`config.mk`:
```
export PLATFORM = sky130hd
export DESIGN_NAME = dau_top
export DESIGN_NICKNAME = d
export VERILOG_FILES = /design/src/dau_pkg.sv /design/src/dau_secded.sv /design/src/dau_sync.sv /design/src/dau_top.sv
export SDC_FILE = /design/constraint.sdc
export NUM_CORES = 1
export LEC_CHECK = 0
export ABC_AREA = 1
export BUFFER_PORTS_ARGS = -buffer_cell sky130_fd_sc_hd__clkbuf_2
export CORE_ASPECT_RATIO = 1.4
export CORE_MARGIN = 3
export CORE_UTILIZATION = 56
export DETAILED_ROUTE_END_ITERATION = 12
export GPL_ROUTABILITY_DRIVEN = 0
export PLACE_DENSITY = 0.77
export SLEW_MARGIN = 20
export SYNTH_ARGS = -nofsm -noshare
export SYNTH_HDL_FRONTEND = slang
export SYNTH_HIERARCHICAL = 1
export SYNTH_SLANG_ARGS = --single-unit
```
`constraint.sdc`:
```
create_clock -name mclk -period 2.4 [get_ports mclk]
set_input_delay 0 -clock mclk [delete_from_list [all_inputs] [get_ports mclk]]
set_output_delay 0 -clock mclk [all_outputs]
set_load 0.02 [all_outputs]
```
`src/dau_pkg.sv`:
```
/*
 Constants for the diagnostic alarm unit: flag indices, flag classes,
 interface modes and timing. Assumes a single 125 MHz clock domain.
*/
// Overview of operation
// - Once the lock bit is set, every serial write is ignored.
// - Each flag has an enable deciding whether it raises an interrupt.
// - Interrupts may optionally drive the four sine/cosine pins diagnostic.
// - Diagnostic output signalling is enabled per config, driving low or high.
// - Static flags stay set until power-on reset.
// - Temporary flags clear as soon as their fault disappears.
// - Continuous flags always evaluated; start-up flags only during start-up.
// - Supply over-voltage flag from hysteresis comparator, temporary.
// - Supply under-voltage flag from hysteresis comparator, temporary.
// - Protocol integrity flag raised when a serial transfer fails.
// - Shadow register double-bit error raises a static flag.
// - Shadow single-bit error raises temporary flag and corrects the bit.
// - Start-up memory word double-bit error raises a static flag.
// - Start-up memory single-bit error raises temporary flag, word corrected.
// - Time base counter measures oscillator; flag when outside limits.
// - Temporary flag when the transmitter oscillator stops.
// - Shared flag for analog supply low or pin over-voltage.
// - Low amplitude flag in incremental mode below minimum gain.
// - Nonzero watchdog value runs counter; expiry sets static flag, restarts.
// - Crack detector raises a static flag on mechanical damage.
// - Serial interface has four selectable modes.
// - SPI polarity, phase and bit order are configurable.
// - In interrupt modes the shared pin is a push-pull interrupt output.
package dau_pkg;
  localparam int NFLAG = 15;
  localparam int F_OVERV = 0;
  localparam int F_UNDERV = 1;
  localparam int F_ACCESS = 2;
  localparam int F_PROTO = 3;
  localparam int F_SHD_DBL = 4;
  localparam int F_SHD_SGL = 5;
  localparam int F_NVM_DBL = 6;
  localparam int F_NVM_SGL = 7;
  localparam int F_OSC_RANGE = 8;
  localparam int F_OSC_STUCK = 9;
  localparam int F_ANALOG = 10;
  localparam int F_LOWAMP = 11;
  localparam int F_INTBUS = 12;
  localparam int F_WDOG = 13;
  localparam int F_CRACK = 14;
  // Bit set means static (held until power-on reset).
  localparam logic [14:0] STATIC_MASK = 15'h6050;
  // Bit set means evaluated during start-up only.
  localparam logic [14:0] STARTUP_MASK = 15'h00c0;
  localparam logic [14:0] FLAGS_RST = 15'h0000;
  typedef enum logic [1:0] {
    dau_spi_half,
    dau_spi_irq,
    dau_i2c_addr,
    dau_i2c_irq
  } dau_mode_t;
  localparam int OSC_TIMEOUT_NS = 2000;
  localparam int CLK_PERIOD_NS = 8;
  localparam int OSC_TIMEOUT_CYC = OSC_TIMEOUT_NS / CLK_PERIOD_NS;
  localparam logic [15:0] TB_RST = 16'h0000;
endpackage

```
`src/dau_secded.sv`:
```
/*
 Single-error-correct, double-error-detect check of one Hamming
 coded word (8 data bits, 5 check bits). Combinational decode with
 registered outputs. Assumes mclk domain.
*/
`timescale 1ns/1ps
module dau_secded (
  input  wire logic        mclk,
  input  wire logic        nrst,
  input  wire logic        check,
  input  wire logic [12:0] code,
  output logic      [7:0]  data,
  output logic             single_err,
  output logic             double_err
);
  logic [3:0]  syn;
  logic        par;
  logic [12:0] fixed;
  always_comb begin
    syn = '0;
    for (int i = 1; i < 13; i++) begin
      if (code[i]) begin
        syn = syn ^ 4'(i);
      end
    end
    par = ^code;
    fixed = code;
    if (par && syn != 4'h0 && syn < 4'hd) begin
      fixed[syn] = ~code[syn];
    end
  end
  always_ff @(posedge mclk or negedge nrst) begin
    if (!nrst) begin
      data <= 8'h00;
      single_err <= 1'b0;
      double_err <= 1'b0;
    end else if (check) begin
      data <= {fixed[12:9], fixed[7:5], fixed[3]};
      single_err <= par;
      double_err <= !par && syn != 4'h0;
    end
  end
endmodule

```
`src/dau_sync.sv`:
```
/*
 Three-stage synchroniser for an asynchronous level; change is
 accepted when stages two and three agree. Assumes mclk domain.
*/
`timescale 1ns/1ps
module dau_sync #(
  parameter int W = 1
) (
  input  wire logic         mclk,
  input  wire logic         nrst,
  input  wire logic [W-1:0] din,
  output logic      [W-1:0] dout
);
  logic [W-1:0] s1;
  logic [W-1:0] s2;
  logic [W-1:0] s3;
  always_ff @(posedge mclk or negedge nrst) begin
    if (!nrst) begin
      s1 <= '0;
      s2 <= '0;
      s3 <= '0;
    end else begin
      s1 <= din;
      s2 <= s1;
      s3 <= s2;
    end
  end
  for (genvar i = 0; i < W; i++) begin : g_agree
    always_ff @(posedge mclk or negedge nrst) begin
      if (!nrst) begin
        dout[i] <= 1'b0;
      end else if (s2[i] == s3[i]) begin
        dout[i] <= s3[i];
      end
    end
  end
endmodule

```
`src/dau_top.sv`:
```
/*
 Diagnostic alarm unit: gathers fault sources, classifies them as
 static or temporary, drives the interrupt pin and the diagnostic
 state of the sine/cosine outputs, runs the watchdog and oscillator
 monitors and gates serial writes with the lock. Assumes a serial
 slave outside that presents decoded writes and transfer errors.
*/
`timescale 1ns/1ps
module dau_top #(
  parameter int TB_W = 16,
  parameter int WD_W = 16
) (
  input  wire logic             mclk,
  input  wire logic             nrst,
  input  wire logic             startup,
  input  wire logic             cmp_overv,
  input  wire logic             cmp_underv,
  input  wire logic             access_fail,
  input  wire logic             xfer_fail,
  input  wire logic [12:0]      shadow_code,
  input  wire logic [12:0]      nvm_code,
  input  wire logic             nvm_valid,
  input  wire logic             osc_in,
  input  wire logic [TB_W-1:0]  tb_window,
  input  wire logic             analog_low,
  input  wire logic             pin_overv,
  input  wire logic             incr_mode,
  input  wire logic             amp_low,
  input  wire logic             intbus_fail,
  input  wire logic             crack,
  input  wire logic             wr_req,
  input  wire logic             lock_set,
  input  wire logic [14:0]      wr_irq_en,
  input  wire logic             wr_diag_en,
  input  wire logic             wr_diag_lvl,
  input  wire logic [TB_W-1:0]  wr_tb_hi,
  input  wire logic [TB_W-1:0]  wr_tb_lo,
  input  wire logic [WD_W-1:0]  wr_wdog,
  input  wire logic [1:0]       wr_mode,
  input  wire logic             wr_cpol,
  input  wire logic             wr_cpha,
  input  wire logic             wr_lsb_first,
  output logic                  locked,
  output logic [14:0]           flags,
  output logic [7:0]            shadow_data,
  output logic [7:0]            nvm_data,
  output logic [TB_W-1:0]       tb_count,
  output logic [1:0]            if_mode,
  output logic                  spi_cpol,
  output logic                  spi_cpha,
  output logic                  spi_lsb_first,
  output logic                  irq_chipsel_pin_o,
  output logic                  irq_chipsel_pin_oe,
  output logic                  diag_active,
  output logic                  diag_level
);
  // Refuse widths that the counters and the flag vector cannot serve.
  if (TB_W < 4 || TB_W > $bits(dau_pkg::TB_RST)) begin : g_bad_tb_w
    $error("dau_top: TB_W outside the supported range");
  end

  if (WD_W < 1) begin : g_bad_wd_w
    $error("dau_top: WD_W must be at least 1");
  end

  if (dau_pkg::OSC_TIMEOUT_CYC >= 2 ** 16) begin : g_bad_timeout
    $error("dau_top: stuck timeout does not fit its counter");
  end

  if (dau_pkg::NFLAG != 15) begin : g_bad_nflag
    $error("dau_top: flag count does not match the flag ports");
  end

  logic [3:0]      async_in;
  logic [3:0]      sync_out;
  logic            ov_s;
  logic            uv_s;
  logic            crack_s;
  logic            osc_s;
  logic            osc_d;
  logic            osc_edge;
  logic            wr_ok;
  logic [14:0]     irq_en;
  logic            diag_en;
  logic [TB_W-1:0] tb_hi;
  logic [TB_W-1:0] tb_lo;
  logic [WD_W-1:0] wdog_val;
  logic [WD_W-1:0] wdog_cnt;
  logic            wdog_exp;
  logic [TB_W-1:0] win_cnt;
  logic [TB_W-1:0] edge_cnt;
  logic            win_end;
  logic            osc_range_err;
  logic [15:0]     stuck_cnt;
  logic            stuck_hit;
  logic            osc_stuck;
  logic            shd_sgl;
  logic            shd_dbl;
  logic            nvm_sgl;
  logic            nvm_dbl;
  logic [14:0]     cond;
  logic [14:0]     eval;
  logic            any_irq;

  assign async_in = {osc_in, crack, cmp_underv, cmp_overv};
  dau_sync #(
    .W (4)
  ) u_sync (
    .mclk (mclk),
    .nrst (nrst),
    .din  (async_in),
    .dout (sync_out)
  );
  assign ov_s = sync_out[0];
  assign uv_s = sync_out[1];
  assign crack_s = sync_out[2];
  assign osc_s = sync_out[3];

  // Shadow bank is checked every cycle and its output corrected.
  dau_secded u_shadow (
    .mclk       (mclk),
    .nrst       (nrst),
    .check      (1'b1),
    .code       (shadow_code),
    .data       (shadow_data),
    .single_err (shd_sgl),
    .double_err (shd_dbl)
  );
  // Each memory word read during start-up is checked and corrected.
  dau_secded u_nvm (
    .mclk       (mclk),
    .nrst       (nrst),
    .check      (startup && nvm_valid),
    .code       (nvm_code),
    .data       (nvm_data),
    .single_err (nvm_sgl),
    .double_err (nvm_dbl)
  );

  // Writes pass only while the lock is clear; reads are never gated.
  assign wr_ok = wr_req && !locked;

  always_ff @(posedge mclk or negedge nrst) begin
    if (!nrst) begin
      locked <= 1'b0;
    end else if (wr_ok && lock_set) begin
      locked <= 1'b1;
    end
  end

  // Configuration registers take only accepted writes.
  always_ff @(posedge mclk or negedge nrst) begin
    if (!nrst) begin
      irq_en <= '0;
    end else if (wr_ok) begin
      irq_en <= wr_irq_en;
    end
  end

  always_ff @(posedge mclk or negedge nrst) begin
    if (!nrst) begin
      diag_en <= 1'b0;
      diag_level <= 1'b0;
    end else if (wr_ok) begin
      diag_en <= wr_diag_en;
      diag_level <= wr_diag_lvl;
    end
  end

  always_ff @(posedge mclk or negedge nrst) begin
    if (!nrst) begin
      tb_hi <= '1;
      tb_lo <= '0;
    end else if (wr_ok) begin
      tb_hi <= wr_tb_hi;
      tb_lo <= wr_tb_lo;
    end
  end

  // Interface mode and SPI framing follow the last accepted write.
  always_ff @(posedge mclk or negedge nrst) begin
    if (!nrst) begin
      if_mode <= 2'(dau_pkg::dau_i2c_addr);
    end else if (wr_ok) begin
      if_mode <= wr_mode;
    end
  end

  always_ff @(posedge mclk or negedge nrst) begin
    if (!nrst) begin
      spi_cpol <= 1'b0;
      spi_cpha <= 1'b0;
      spi_lsb_first <= 1'b0;
    end else if (wr_ok) begin
      spi_cpol <= wr_cpol;
      spi_cpha <= wr_cpha;
      spi_lsb_first <= wr_lsb_first;
    end
  end

  // Watchdog: a nonzero value runs the counter, zero stops it.
  always_ff @(posedge mclk or negedge nrst) begin
    if (!nrst) begin
      wdog_val <= '0;
    end else if (wr_ok) begin
      wdog_val <= wr_wdog;
    end
  end

  always_ff @(posedge mclk or negedge nrst) begin
    if (!nrst) begin
      wdog_cnt <= '0;
    end else if (wr_ok) begin
      wdog_cnt <= '0;
    end else if (wdog_val == '0) begin
      wdog_cnt <= '0;
    end else if (wdog_exp) begin
      wdog_cnt <= '0;
    end else begin
      wdog_cnt <= wdog_cnt + 1'b1;
    end
  end
  assign wdog_exp = wdog_val != '0 && wdog_cnt == wdog_val - 1'b1;

  // Time base: counts oscillator edges over a window of mclk cycles.
  assign osc_edge = osc_s && !osc_d;
  assign win_end = win_cnt >= tb_window;

  always_ff @(posedge mclk or negedge nrst) begin
    if (!nrst) begin
      osc_d <= 1'b0;
    end else begin
      osc_d <= osc_s;
    end
  end

  always_ff @(posedge mclk or negedge nrst) begin
    if (!nrst) begin
      win_cnt <= '0;
    end else if (win_end) begin
      win_cnt <= '0;
    end else begin
      win_cnt <= win_cnt + 1'b1;
    end
  end

  always_ff @(posedge mclk or negedge nrst) begin
    if (!nrst) begin
      edge_cnt <= '0;
    end else if (win_end) begin
      edge_cnt <= '0;
    end else if (osc_edge && edge_cnt != '1) begin
      edge_cnt <= edge_cnt + 1'b1;
    end
  end

  // Window end latches the count and compares it with the limits.
  always_ff @(posedge mclk or negedge nrst) begin
    if (!nrst) begin
      tb_count <= dau_pkg::TB_RST[TB_W-1:0];
      osc_range_err <= 1'b0;
    end else if (win_end) begin
      tb_count <= edge_cnt;
      osc_range_err <= edge_cnt > tb_hi || edge_cnt < tb_lo;
    end
  end

  // Stuck detector: no oscillator edge for the timeout period.
  assign stuck_hit = stuck_cnt >= 16'(dau_pkg::OSC_TIMEOUT_CYC);

  always_ff @(posedge mclk or negedge nrst) begin
    if (!nrst) begin
      stuck_cnt <= '0;
    end else if (osc_edge) begin
      stuck_cnt <= '0;
    end else if (!stuck_hit) begin
      stuck_cnt <= stuck_cnt + 1'b1;
    end
  end

  always_ff @(posedge mclk or negedge nrst) begin
    if (!nrst) begin
      osc_stuck <= 1'b0;
    end else begin
      osc_stuck <= !osc_edge && stuck_hit;
    end
  end

  // Raw fault conditions in flag order.
  always_comb begin
    cond = '0;
    cond[dau_pkg::F_OVERV] = ov_s;
    cond[dau_pkg::F_UNDERV] = uv_s;
    cond[dau_pkg::F_ACCESS] = access_fail;
    cond[dau_pkg::F_PROTO] = xfer_fail;
    cond[dau_pkg::F_SHD_DBL] = shd_dbl;
    cond[dau_pkg::F_SHD_SGL] = shd_sgl;
    cond[dau_pkg::F_NVM_DBL] = nvm_dbl;
    cond[dau_pkg::F_NVM_SGL] = nvm_sgl;
    cond[dau_pkg::F_OSC_RANGE] = osc_range_err;
    cond[dau_pkg::F_OSC_STUCK] = osc_stuck;
    cond[dau_pkg::F_ANALOG] = analog_low || pin_overv;
    cond[dau_pkg::F_LOWAMP] = incr_mode && amp_low;
    cond[dau_pkg::F_INTBUS] = intbus_fail;
    cond[dau_pkg::F_WDOG] = wdog_exp;
    cond[dau_pkg::F_CRACK] = crack_s;
  end

  // Start-up flags are only updated while the start-up sequence runs.
  assign eval = ~dau_pkg::STARTUP_MASK | {15{startup}};

  for (genvar i = 0; i < dau_pkg::NFLAG; i++) begin : g_flag
    always_ff @(posedge mclk or negedge nrst) begin
      if (!nrst) begin
        flags[i] <= dau_pkg::FLAGS_RST[i];
      end else if (eval[i]) begin
        if (dau_pkg::STATIC_MASK[i]) begin
          flags[i] <= flags[i] || cond[i];
        end else begin
          flags[i] <= cond[i];
        end
      end
    end
  end

  // Flags stay visible on the output whether or not writes are locked.
  assign any_irq = |(flags & irq_en);

  always_comb begin
    irq_chipsel_pin_oe = 1'b0;
    irq_chipsel_pin_o = 1'b1;
    unique case (dau_pkg::dau_mode_t'(if_mode))
      dau_pkg::dau_spi_irq, dau_pkg::dau_i2c_irq: begin
        irq_chipsel_pin_oe = 1'b1;
        irq_chipsel_pin_o = !any_irq;
      end
      dau_pkg::dau_spi_half, dau_pkg::dau_i2c_addr: begin
        irq_chipsel_pin_oe = 1'b0;
      end
    endcase
  end

  assign diag_active = diag_en && any_irq;
endmodule

```
==> results.py <==
metrics = {
    "sta": {
        "post-route-min-period_ns": 2.16,
        "maxSlewViolCount": 0,
        "fmax_ghz": 0.463,
        "setup_viol": 0,
        "min_period_over_period_pct": 90.1,
        "grt_setup_unrepaired": "false",
        "finalHoldViolCount": 0,
        "skew_ns": 0.0184,
        "setup_slack_ns": 0.238,
        "tightest_slew_ns": 1.05,
        "max_slew_margin_pct": 29.6,
        "fin_tns_setup_ns": 0,
    },
    "synth": {
        "synth_edf_count": 0,
        "yosys.area.top_type": "dfrtp_1",
        "synthArstFlopShare_pct": 100,
        "synth-adder-area-share_pct": 5.67,
        "synth.ff_latch_count": 205,
        "synth_top_family_by_area": "simple AND/OR/NAND/NOR gates",
        "syn_avg_cell_area_sq_um": 7.47,
        "synth.most_common_cell": "nand2_1",
        "yosys_warnings": 6,
        "synthXorXnorAreaFrac_pct": 4.03,
        "synth-seq-area-share_pct": 43.2,
        "syn-instance-count": 1594,
        "synthTopCellsByArea": "dfrtp_1 (39%), nand2_1 (16%), inv_1 (6.4%), ha_1 (5.7%), nor2_1 (4.7%)",
        "synth-main-ff-cell": "dfrtp_1",
        "syn-cell-area_sq_um": 11900,
        "ys_types": 47,
        "synth.top_cell.area_share_pct": 39.5,
        "synth-simple-area-share_pct": 31.9,
        "synth_common_cells": "nand2_1 (517), inv_1 (204), dfrtp_1 (188)",
        "synth_compound_area_share_pct": 6.96,
        "muxShareOfSynthArea_pct": 0.0945,
    },
    "layout": {
        "finish.utilization_pct": 72.0,
        "fin_nets": 2067,
        "instances_no_fill": 2154,
        "syn_to_final_growth_pct": 25.2,
        "drive_gt1_share_pct": 16.2,
    },
    "clock_tree": {
        "cts_tree": "built",
        "htreeDepth": 1,
        "cts_buffers": 21,
        "clk_latency_ns": 0.49,
        "post_cts_buffers": 0,
        "cts_resized": 0,
        "path_clk_slew_ns": 0.07,
        "cts_root_buf": "clkbuf_16",
        "clock-sinks": 205,
        "clockBufferDepth": 3,
    },
    "drt": {
        "wirelength_um": 31400,
        "vias_per_cell": 5.26,
        "drc_errors": 0,
        "vias": 11300,
        "drtIter0Drc": 636,
        "ant_nets": 0,
        "first_pass_iters": 6,
        "wl_per_cell_um": 14.6,
    },
    "floorplan": {
        "die_h_um": 179,
        "die_x_um": 129,
        "initial_core_util_pct": 57.5,
        "core_area_sq_um": 20700,
        "std_cell_rows": 62,
        "die-area_sq_um": 23100,
        "ios": 186,
    },
    "placed_design": {
        "portBuffers": 185,
        "dp_hpwl_um": 21600,
        "dp.cells": 2013,
        "dp_slack_ns": 0.295,
    },
    "global_routing": {
        "grt_max_degree": 95,
        "grt_overflow_total": 0,
        "track_usage_pct": 26.8,
        "antenna_found_initial": 1,
        "grt_pass1_wl_um": 50900,
        "grt_pass1_vias": 11200,
    },
    "critical_path": {
        "crit_required_ns": 2.76,
        "startpoint_type": "register",
        "worstPathMaxFanout": 14,
        "end_kind": "register",
        "path_buf_inv": 1,
        "worst_path_max_delay_cell": "dfrtp_1",
        "path_class": "register to register",
        "path_cells": "inv_1 > ha_1 > nand3_2 > nor2_1 > nand2_1 > nand2_1 > nand2_1 > nor2_1 > nand2_1 > nor2_1 > nand2_1 > nand2_2 > nor2_1",
        "slowest_delay_ns": 0.39,
        "cp.arrival_ns": 2.53,
        "crit_family": "simple AND/OR/NAND/NOR gates",
        "cp_common_cell": "nand2_1",
    },
    "pwr": {
        "p_leak_nw": 7.85,
        "total_power_w": 0.0114,
        "cellPowerDensity_nw_per_um2": 763,
        "vdd_ir_drop_max_mv": 0.725,
    },
    "outcome": {
        "status": "completed",
    },
    "hold_path": {
        "hp-class": "primary input to register",
    },
    "flow_run": {
        "drv_cap": 0,
    },
}
-- state kept, by name, summed over array words and instances, names as in the netlist, 15 cells and up --
signal / flops
wdog_val: 16
irq_en: 15
tb_lo: 16
tb_hi: 16
edge_cnt: 16
flags: 15
tb_count: 16
win_cnt: 16
wdog_cnt: 16
stuck_cnt: 16
-- worst reg2reg max path, stage by stage, from the launching register on --
cell and delay (ns):
dfrtp_1 0.39, inv_1 0.17, ha_1 0.29, nand3_2 0.15
nor2_1 0.16, nand2_1 0.07, nand2_1 0.06, nand2_1 0.06
nor2_1 0.08, nand2_1 0.06, nor2_1 0.11, nand2_1 0.09
nand2_2 0.26, nor2_1 0.11
-- cell usage in the layout (no fill, tap or decap), drive strengths merged, types with 3 or more instances in the layout --
| cell type | netlist | routed |
|---|---|---|
| nand2 | 536 | 536 |
| o31ai | 7 | 7 |
| or2 | 4 | 4 |
| o2111ai | 3 | 3 |
| ha | 54 | 54 |
| nor3 | 26 | 26 |
| dfstp | 17 | 17 |
| clkinv | 2 | 4 |
| inv | 214 | 215 |
| a21oi | 45 | 45 |
| buf | 10 | 10 |
| nor2 | 165 | 165 |
| clkbuf | 23 | 214 |
| o21ai | 81 | 81 |
| nand3 | 106 | 106 |
| dfrtp | 188 | 188 |
| xnor2 | 22 | 22 |
| nor4 | 7 | 7 |
| nand4 | 33 | 33 |
| nand3b | 7 | 7 |
| xor2 | 32 | 32 |
| dlygate4sd3 | 0 | 104 |
-- layer usage --
metal | global-route usage (%) | wire [um]
met4 | 12.3 | 1440
met1 | 31.4 | 12500
met5 | 0 | 0
met2 | 48.7 | 16200
met3 | 2.94 | 1210
-- timing repair --
item	4_1_cts	5_1_grt
endpoints found under the hold margin	172	0
setup endpoints to repair	0	0
hold buffers	104	0
-- final timing paths --
path / from / endpoint / slack [ns] / depth (start not counted)
worst max-delay path: wdog_val[0] / wdog_cnt[1] / 0.24 / 13
worst min-delay path: shadow_code[11] / u_shadow/data[6] / 0.04 / 5
worst max register to register: wdog_val[0] / wdog_cnt[1] / 0.24 / 13
worst min register to register: u_sync/s1[1] / u_sync/s2[1] / 0.35 / 0
max in group asynchronous: nrst / tb_hi[9] / 1.47 / 3
min in group asynchronous: nrst / u_nvm/data[0] / 0.15 / 2
-- kinds of logic after synthesis --
kind of cell    after synthesis
compound gates              146
fa+ha+maj                    54
xor+xnor                     54
simple gates                884
other cells                   1
buf+inv                     249
mux                           1
flops                       205
-- power by group --
| group | total (W) | internal [W] | switching, W |
|---|---|---|---|
| Combinational | 0.00340 | 0.00131 | 0.00209 |
| Clock | 0.00327 | 0.00195 | 0.00132 |
| Sequential | 0.00471 | 0.00410 | 0.000603 |
-- metrics by stage --
| stage | cell area [sq um] | hold WS (ns) |
|---|---|---|
| finish | 14900 | 0.0417 |
| global route | 14900 | 0.0470 |
| CTS | 14900 | 0.00863 |
| detailed placement | 13200 | 0.107 |
| global placement | 13200 | 0.109 |
| floorplan | 11900 | -0.296 |
-- area by class of cell --
type | count | area [sq um]
antenna | 2 | 5.00
fill | 1603 | 5790
multi-input combinational | 1141 | 5820
inverter | 216 | 813
clock inverter | 6 | 86.3
sequential | 205 | 5150
timing repair buffer | 299 | 2130
clock buffer | 29 | 596
tap | 256 | 320
No activity file was read; power rests on OpenSTA's default activity.
